===== config.mk =====
export PLATFORM = sky130hd
export DESIGN_NAME = dshr_regs
export DESIGN_NICKNAME = d
export VERILOG_FILES = /design/src/hdl/dshr_pkg.sv /design/src/hdl/dshr_regs.sv
export SDC_FILE = /design/constraint.sdc
export NUM_CORES = 1
export LEC_CHECK = 0
export BUFFER_PORTS_ARGS = -buffer_cell sky130_fd_sc_hd__buf_4
export CAP_MARGIN = 40
export CORE_AREA = 4 4 126 128
export CTS_CLUSTER_SIZE = 40
export DETAILED_ROUTE_END_ITERATION = 12
export DIE_AREA = 0 0 130 132
export GPL_TIMING_DRIVEN = 0
export HOLD_SLACK_MARGIN = 0.15
export PLACE_DENSITY = 0.83
export SLEW_MARGIN = 0
export SYNTH_ARGS = -nofsm -noshare
export SYNTH_HDL_FRONTEND = slang
export SYNTH_SLANG_ARGS = --single-unit

===== constraint.sdc =====
create_clock -name aclk -period 6.45 [get_ports aclk]
set_input_delay 0.9675 -clock aclk [delete_from_list [all_inputs] [get_ports aclk]]
set_output_delay 0.9675 -clock aclk [all_outputs]
set_load 0.05 [all_outputs]

===== src/hdl/dshr_pkg.sv =====
package dshr_pkg;

  // --------------------------------------------------------------------------
  // register byte addresses
  // --------------------------------------------------------------------------
  localparam logic [7:0] DSHR_HOLD_B0_ADDR = 8'h92;
  localparam logic [7:0] DSHR_HOLD_B1_ADDR = 8'h93;
  localparam logic [7:0] DSHR_HOLD_B2_ADDR = 8'h94;
  localparam logic [7:0] DSHR_HOLD_B3_ADDR = 8'h95;
  localparam logic [7:0] DSHR_PRIO_ADDR = 8'h96;
  localparam logic [7:0] DSHR_SECOND_ADDR = 8'h97;
  localparam logic [7:0] DSHR_PHASE_B0_ADDR = 8'h98;
  localparam logic [7:0] DSHR_PHASE_B1_ADDR = 8'h99;
  localparam logic [7:0] DSHR_LOOP_FREQUENCY_OFFSET_B0_ADDR = 8'h9a;
  localparam logic [7:0] DSHR_LOOP_FREQUENCY_OFFSET_B1_ADDR = 8'h9b;
  localparam logic [7:0] DSHR_LOOP_FREQUENCY_OFFSET_B2_ADDR = 8'h9c;
  localparam logic [7:0] DSHR_LOOP_FREQUENCY_OFFSET_B3_ADDR = 8'h9d;
  localparam logic [7:0] DSHR_CTRL_ADDR = 8'ha4;

  // --------------------------------------------------------------------------
  // control register fields and reset values
  // --------------------------------------------------------------------------
  localparam int DSHR_CTRL_AVGSEL_BIT = 0;
  localparam int DSHR_CTRL_FREEZE_BIT = 1;
  localparam int DSHR_CTRL_RETURN_BIT = 2;
  localparam int DSHR_CTRL_VALID_LSB = 4;
  localparam logic [7:0] DSHR_CTRL_RESET = 8'h00;
  localparam logic [7:0] DSHR_BYTE_RESET = 8'h00;
  localparam logic [1:0] DSHR_HOLD_MODE_MANUAL = 2'h1;

  // --------------------------------------------------------------------------
  // reference codes
  // --------------------------------------------------------------------------
  localparam logic [3:0] DSHR_REF_NONE = 4'h0;
  localparam logic [3:0] DSHR_REF_IN1 = 4'h1;
  localparam logic [3:0] DSHR_REF_IN2 = 4'h2;

  localparam logic [1:0] DSHR_RESP_OKAY = 2'h0;
  localparam logic [1:0] DSHR_RESP_SLVERR = 2'h2;

  // software wait after a change of the averaging select
  localparam int DSHR_AVG_WAIT_US = 50;
  localparam int DSHR_CLK_MHZ = 200;
  localparam int DSHR_AVG_WAIT_CYC = DSHR_AVG_WAIT_US * DSHR_CLK_MHZ;

endpackage


===== src/hdl/dshr_regs.sv =====
// Our own choice: the AXI4-Lite register port.
`timescale 1ns/10ps
module dshr_regs
  import dshr_pkg::*;
(
  input wire logic aclk,
  input wire logic aresetn,
  input wire logic [31:0] s_axi_awaddr,
  input wire logic s_axi_awvalid,
  output logic s_axi_awready,
  input wire logic [31:0] s_axi_wdata,
  input wire logic [3:0] s_axi_wstrb,
  input wire logic s_axi_wvalid,
  output logic s_axi_wready,
  output logic [1:0] s_axi_bresp,
  output logic s_axi_bvalid,
  input wire logic s_axi_bready,
  input wire logic [31:0] s_axi_araddr,
  input wire logic s_axi_arvalid,
  output logic s_axi_arready,
  output logic [31:0] s_axi_rdata,
  output logic [1:0] s_axi_rresp,
  output logic s_axi_rvalid,
  input wire logic s_axi_rready,
  input wire logic [1:0] in_present,
  input wire logic [3:0] in1_priority,
  input wire logic [3:0] in2_priority,
  input wire logic [15:0] phase_average,
  input wire logic [31:0] integral_frequency,
  input wire logic [31:0] long_average_frequency,
  input wire logic loop_frequency_offset_at_limit,
  input wire logic [1:0] holdover_mode_select,
  output logic [31:0] manual_holdover_frequency,
  output logic manual_holdover_active
);

  // --------------------------------------------------------------------------
  // input synchronisers (status comes from the loop domain)
  // --------------------------------------------------------------------------
  logic [1:0] pres_s1_q, pres_q;
  logic lim_s1_q, lim_q;

  always_ff @(posedge aclk)
  begin
    if (!aresetn)
    begin
      pres_s1_q <= 2'h0;
      pres_q <= 2'h0;
      lim_s1_q <= 1'b0;
      lim_q <= 1'b0;
    end
    else
    begin
      pres_s1_q <= in_present;
      pres_q <= pres_s1_q;
      lim_s1_q <= loop_frequency_offset_at_limit;
      lim_q <= lim_s1_q;
    end
  end

  // --------------------------------------------------------------------------
  // bus handshake
  // --------------------------------------------------------------------------
  logic [7:0] awaddr_q, araddr_q;
  logic aw_have_q, w_have_q;
  logic [7:0] wdata_q;
  logic wstrb0_q;
  logic [7:0] ctrl_q;
  logic [7:0] hof_q [4];
  logic do_write, do_read;
  logic wr_hit;

  assign s_axi_awready = !aw_have_q && !s_axi_bvalid;
  assign s_axi_wready = !w_have_q && !s_axi_bvalid;
  assign s_axi_arready = !s_axi_rvalid;
  assign do_write = aw_have_q && w_have_q && !s_axi_bvalid;
  assign do_read = s_axi_arvalid && s_axi_arready;
  assign wr_hit = (awaddr_q >= DSHR_HOLD_B0_ADDR && awaddr_q <= DSHR_HOLD_B3_ADDR)
    || awaddr_q == DSHR_CTRL_ADDR;

  always_ff @(posedge aclk)
  begin
    if (!aresetn)
    begin
      aw_have_q <= 1'b0;
      w_have_q <= 1'b0;
      awaddr_q <= 8'h00;
      wdata_q <= 8'h00;
      wstrb0_q <= 1'b0;
      s_axi_bvalid <= 1'b0;
      s_axi_bresp <= DSHR_RESP_OKAY;
    end
    else
    begin
      if (s_axi_awvalid && s_axi_awready)
      begin
        aw_have_q <= 1'b1;
        awaddr_q <= s_axi_awaddr[9:2];
      end
      if (s_axi_wvalid && s_axi_wready)
      begin
        w_have_q <= 1'b1;
        wdata_q <= s_axi_wdata[7:0];
        wstrb0_q <= s_axi_wstrb[0];
      end
      if (do_write)
      begin
        aw_have_q <= 1'b0;
        w_have_q <= 1'b0;
        s_axi_bvalid <= 1'b1;
        s_axi_bresp <= wr_hit ? DSHR_RESP_OKAY : DSHR_RESP_SLVERR;
      end
      else if (s_axi_bvalid && s_axi_bready)
        s_axi_bvalid <= 1'b0;
    end
  end

  // --------------------------------------------------------------------------
  // writable registers
  // --------------------------------------------------------------------------
  // holdover bytes are staged; the live word changes only when the top byte
  // lands, so the loop never sees a half-written offset
  logic [31:0] hof_live_q;

  always_ff @(posedge aclk)
  begin
    if (!aresetn)
    begin
      ctrl_q <= DSHR_CTRL_RESET;
      hof_live_q <= {4{DSHR_BYTE_RESET}};
      for (int i = 0; i < 4; i++)
        hof_q[i] <= DSHR_BYTE_RESET;
    end
    else if (do_write && wstrb0_q)
    begin
      if (awaddr_q == DSHR_CTRL_ADDR)
        ctrl_q <= wdata_q;
      for (int i = 0; i < 4; i++)
        if (awaddr_q == DSHR_HOLD_B0_ADDR + 8'(i))
          hof_q[i] <= wdata_q;
      if (awaddr_q == DSHR_HOLD_B3_ADDR)
        hof_live_q <= {wdata_q, hof_q[2], hof_q[1], hof_q[0]};
    end
  end

  assign manual_holdover_frequency = hof_live_q;
  assign manual_holdover_active = holdover_mode_select == DSHR_HOLD_MODE_MANUAL;

  // --------------------------------------------------------------------------
  // reference priority status
  // --------------------------------------------------------------------------
  logic [1:0] valid_in;
  logic [3:0] best_d, second_d;
  logic [3:0] best_valid_input_q, second_best_valid_input_q, selected_input_q;
  logic sel_ok;

  // an input is valid if present, enabled by software and given a priority
  assign valid_in[0] = pres_q[0] && ctrl_q[DSHR_CTRL_VALID_LSB] && in1_priority != 4'h0;
  assign valid_in[1] = pres_q[1] && ctrl_q[DSHR_CTRL_VALID_LSB + 1]
    && in2_priority != 4'h0;

  always_comb
  begin
    best_d = DSHR_REF_NONE;
    second_d = DSHR_REF_NONE;
    if (valid_in[0] && valid_in[1])
    begin
      // ties go to input one
      best_d = (in2_priority < in1_priority) ? DSHR_REF_IN2 : DSHR_REF_IN1;
      second_d = (in2_priority < in1_priority) ? DSHR_REF_IN1 : DSHR_REF_IN2;
    end
    else if (valid_in[0])
      best_d = DSHR_REF_IN1;
    else if (valid_in[1])
      best_d = DSHR_REF_IN2;
  end

  assign sel_ok = (selected_input_q == DSHR_REF_IN1 && valid_in[0])
    || (selected_input_q == DSHR_REF_IN2 && valid_in[1]);

  always_ff @(posedge aclk)
  begin
    if (!aresetn)
    begin
      best_valid_input_q <= DSHR_REF_NONE;
      second_best_valid_input_q <= DSHR_REF_NONE;
      selected_input_q <= DSHR_REF_NONE;
    end
    else
    begin
      best_valid_input_q <= best_d;
      second_best_valid_input_q <= second_d;
      // nonrevertive: a still-valid selection is kept
      if (ctrl_q[DSHR_CTRL_RETURN_BIT] || !sel_ok)
        selected_input_q <= best_d;
    end
  end

  // --------------------------------------------------------------------------
  // frequency word source and freeze
  // --------------------------------------------------------------------------
  logic [31:0] loop_frequency_offset_word_q;

  always_ff @(posedge aclk)
  begin
    if (!aresetn)
      loop_frequency_offset_word_q <= {4{DSHR_BYTE_RESET}};
    else if (ctrl_q[DSHR_CTRL_AVGSEL_BIT])
      loop_frequency_offset_word_q <= long_average_frequency;
    else if (!(ctrl_q[DSHR_CTRL_FREEZE_BIT] && lim_q))
      loop_frequency_offset_word_q <= integral_frequency;
  end

  // --------------------------------------------------------------------------
  // read path with low-byte snapshots
  // --------------------------------------------------------------------------
  logic [15:0] phase_snap_q;
  logic [31:0] loop_frequency_offset_snap_q;
  logic [7:0] rd_addr;
  logic [7:0] rd_byte;
  logic rd_hit;

  assign rd_addr = s_axi_araddr[9:2];

  always_comb
  begin
    rd_byte = 8'h00;
    rd_hit = 1'b1;
    unique case (rd_addr)
      DSHR_HOLD_B0_ADDR: rd_byte = hof_q[0];
      DSHR_HOLD_B1_ADDR: rd_byte = hof_q[1];
      DSHR_HOLD_B2_ADDR: rd_byte = hof_q[2];
      DSHR_HOLD_B3_ADDR: rd_byte = hof_q[3];
      DSHR_PRIO_ADDR: rd_byte = {best_valid_input_q, selected_input_q};
      DSHR_SECOND_ADDR: rd_byte = {4'h0, second_best_valid_input_q};
      DSHR_PHASE_B0_ADDR: rd_byte = phase_average[7:0];
      DSHR_PHASE_B1_ADDR: rd_byte = phase_snap_q[15:8];
      DSHR_LOOP_FREQUENCY_OFFSET_B0_ADDR: rd_byte = loop_frequency_offset_word_q[7:0];
      DSHR_LOOP_FREQUENCY_OFFSET_B1_ADDR: rd_byte = loop_frequency_offset_snap_q[15:8];
      DSHR_LOOP_FREQUENCY_OFFSET_B2_ADDR: rd_byte = loop_frequency_offset_snap_q[23:16];
      DSHR_LOOP_FREQUENCY_OFFSET_B3_ADDR: rd_byte = loop_frequency_offset_snap_q[31:24];
      DSHR_CTRL_ADDR: rd_byte = ctrl_q;
      default: rd_hit = 1'b0;
    endcase
  end

  always_ff @(posedge aclk)
  begin
    if (!aresetn)
    begin
      phase_snap_q <= 16'h0000;
      loop_frequency_offset_snap_q <= 32'h0000_0000;
      s_axi_rvalid <= 1'b0;
      s_axi_rdata <= 32'h0000_0000;
      s_axi_rresp <= DSHR_RESP_OKAY;
    end
    else
    begin
      if (do_read)
      begin
        s_axi_rvalid <= 1'b1;
        s_axi_rdata <= {24'h000000, rd_byte};
        s_axi_rresp <= rd_hit ? DSHR_RESP_OKAY : DSHR_RESP_SLVERR;
        if (rd_addr == DSHR_PHASE_B0_ADDR)
          phase_snap_q <= phase_average;
        if (rd_addr == DSHR_LOOP_FREQUENCY_OFFSET_B0_ADDR)
          loop_frequency_offset_snap_q <= loop_frequency_offset_word_q;
      end
      else if (s_axi_rvalid && s_axi_rready)
        s_axi_rvalid <= 1'b0;
    end
  end
endmodule


==> results.py <==
metrics = {
    "placed_design": {
        "dp_hpwl_um": 17300,
        "placed_cell_area_mm2": 0.00948,
        "routabilityCongestion": 1.02,
        "numPortBuffers": 171,
    },
    "cts": {
        "cts_sinks": 179,
        "post_cts.repair.setup_buffers": 0,
        "cts_root_buf": "clkbuf_16",
        "h-tree-depth": 4,
        "path_clk_slew_ns": 0.06,
        "numCtsBuffers": 17,
        "ctsLongestPathBuffers": 2,
        "ctsResizeCount": 0,
        "clk_latency_ns": 0.44,
        "cts_tree": "done",
        "cts_hold_buffers": 0,
    },
    "timing": {
        "fmax_mhz": 405,
        "rsz0062_at_grt": "false",
        "hold_viol": 0,
        "period_share": 0.383,
        "slew-limit-headroom": 0.502,
        "post-route-min-period_ns": 2.47,
        "fin_skew_ns": 0.00643,
        "worst_pin_slew_ns": 0.728,
        "drv_slew": 0,
        "finalSetupViolCount": 0,
        "fin_setup_tns_ns": 0,
    },
    "setup_path": {
        "r2r_setup_slack_ns": 4.23,
        "crit_fanout": 7,
        "reg2reg_from": "awaddr_q[3]",
        "cp-end-kind": "flop",
        "cp_data_arrival_time_ns": 2.83,
        "rr_worst_depth": 5,
        "crit_type": "in -> reg",
        "cp.required_ns": 6.81,
        "reg2reg_to": "hof_q[3][1]",
        "cp-start-kind": "input pin",
    },
    "die": {
        "die_width_um": 130,
        "start_util": 0.528,
        "die_h_um": 132,
        "dieArea_mm2": 0.0172,
        "core_area_mm2": 0.0149,
        "io_pins": 274,
        "rows": 45,
    },
    "global_routing": {
        "overflow": 0,
        "grt_max_degree": 17,
        "grt_antenna_before_repair": 0,
        "grt_use_total": 0.266,
        "grt_pass1_wl_um": 35400,
        "grt_pass1_vias": 6668,
    },
    "synth": {
        "synth-seq-cells": 179,
        "yosys_warnings": 0,
        "synth_cell_types": 62,
        "synth_top_area_cell": "dfxtp_1",
        "syn_area_mm2": 0.00785,
        "ys.flop_type": "dfxtp_1",
        "synth_common_cells": "dfxtp_1 (147), nand2_1 (87), nor2_1 (77), mux2i_1 (65), and2_1 (47)",
        "async_flop_share": 0,
        "yosysMostFrequentCell": "dfxtp_1",
        "synthTopCellsByArea": "dfxtp_1 (37%), edfxtp_1 (12%), mux2i_1 (8.3%)",
        "synth_edf_count": 32,
        "avgSynthCellArea_um2": 9.66,
        "synth-seq-area-share": 0.497,
        "syn-instance-count": 813,
        "synth_top_cell_area_share": 0.375,
    },
    "drt": {
        "drtIter0Drc": 671,
        "vias": 6928,
        "dr.pass1.iters": 5,
        "drc": 0,
        "wl_um": 23000,
        "final_antenna_net_count": 0,
        "routedWlPerCell_um": 18.7,
        "vias_per_cell": 5.62,
    },
    "hold_path": {
        "min_from": "pres_s1_q[0]",
        "whs_path_depth": 1,
        "hold_end": "pres_q[0]",
        "hold_class": "reg -> reg",
    },
    "job": {
        "drv_cap": 0,
    },
    "finish": {
        "drive_above_1_share": 0.264,
        "final_area_mm2": 0.0101,
        "fill_cells": 1224,
        "nNetsFinal": 1234,
        "final_util": 0.679,
        "syn2layout_area_growth_pct": 28.6,
        "antenna_cells": 0,
    },
    "power_and_ir_drop": {
        "p_leak_nw": 4.25,
        "vdd_drop_max_v": 0.000199,
        "power.density_mw_per_mm2": 248,
    },
    "run_status": {
        "status": "finished, final reports clean",
    },
}
-- report_power, final --
group	total, mW	internal (mW)	switching (mW)
sequential	1.19	1.17	0.0261
combinational	0.246	0.104	0.143
clock	1.07	0.621	0.447
total	2.51	1.89	0.615
-- layout by cell type, fill, tap and decap left out, types with 10 or more instances in the layout --
cell type,Yosys,final
dfxtp_1,147,147
inv_1,11,11
a22o_1,33,33
mux2_2,11,11
buf_4,31,202
buf_2,17,20
nor2_1,77,77
mux2i_1,65,65
nand2_1,87,87
a21oi_1,45,45
conb_1,1,26
clkbuf_1,21,21
o21ai_0,18,18
a31oi_1,10,10
a211oi_1,33,33
edfxtp_1,32,32
nand3_1,16,16
and2_1,47,47
clkbuf_16,0,18
-- logic make-up (layout without fill, tap and decap cells) --
group	after synthesis	in the layout	share of synthesized area
mux	76	76	0.0986
fa+ha+maj	3	3	0.00478
flops	179	179	0.497
buf+inv	90	296	0.0606
other cells	1	26	0.000478
compound gates	182	182	0.162
simple gates	282	282	0.177
-- registers in the layout, indices dropped and copies added, names as in the netlist, 2 cells and up --
signal,cells
loop_frequency_offset_snap_q,24
loop_frequency_offset_word_q,32
ctrl_q,8
pres_q,2
s_axi_rdata,8
manual_holdover_frequency,32
hof_q,32
phase_snap_q,8
second_best_valid_input_q,2
pres_s1_q,2
awaddr_q,8
wdata_q,8
selected_input_q,2
best_valid_input_q,2
-- final cells by class --
class,count,area [um^2],area share
Sequential cell,179,3900,0.387
Multi-Input combinational cell,569,3570,0.353
Timing Repair Buffer,174,1300,0.129
Clock buffer,20,478,0.0473
Buffer,78,430,0.0426
Tap cell,188,235,0.0233
Clock inverter,12,143,0.0141
Inverter,12,45.0,0.00446
-- worst max-delay path, cell delays in order --
cell	delay, ns
buf_4	0.12
nor4bb_1	0.57
nand3_1	0.22
a21oi_1	0.58
o21ai_0	0.20
a31oi_1	0.18
-- how the worst max path moves through the flow --
stage	start	end	slack [ns]	depth (start not counted)
after detailed placement	aresetn	hof_q[3][5]	3.60	5
after global placement	aresetn	hof_q[3][5]	3.65	5
after CTS	aresetn	hof_q[3][3]	4.06	5
after global routing	s_axi_araddr[8]	loop_frequency_offset_snap_q[12]	3.89	8
final	s_axi_araddr[6]	s_axi_rdata[0]	3.98	6
after floorplan	holdover_mode_select[0]	manual_holdover_active	3.81	1
-- per-stage QoR --
stage / hold WS [ns] / worst slack, ns / total power, mW / instances
floorplan: 0.412 / 3.81 / 1.35 / 838
global placement: 0.414 / 3.65 / 1.45 / 1197
detailed placement: 0.418 / 3.60 / 1.46 / 1200
CTS: 0.434 / 4.06 / 2.51 / 1232
global route: 0.444 / 3.89 / 2.58 / 1232
finish: 0.432 / 3.98 / 2.51 / 1232
-- layer usage --
| metal | vias up | GRT usage | share of wire |
|---|---|---|---|
| met5 | - | 0 | 0 |
| met4 | 0 | 0.0970 | 0.034 |
| met3 | 62 | 0.0725 | 0.096 |
| met2 | 338 | 0.419 | 0.47 |
| met1 | 3233 | 0.352 | 0.40 |
| li1 | 3295 | - | - |
Note: power is estimated with default switching activity, not from simulation.
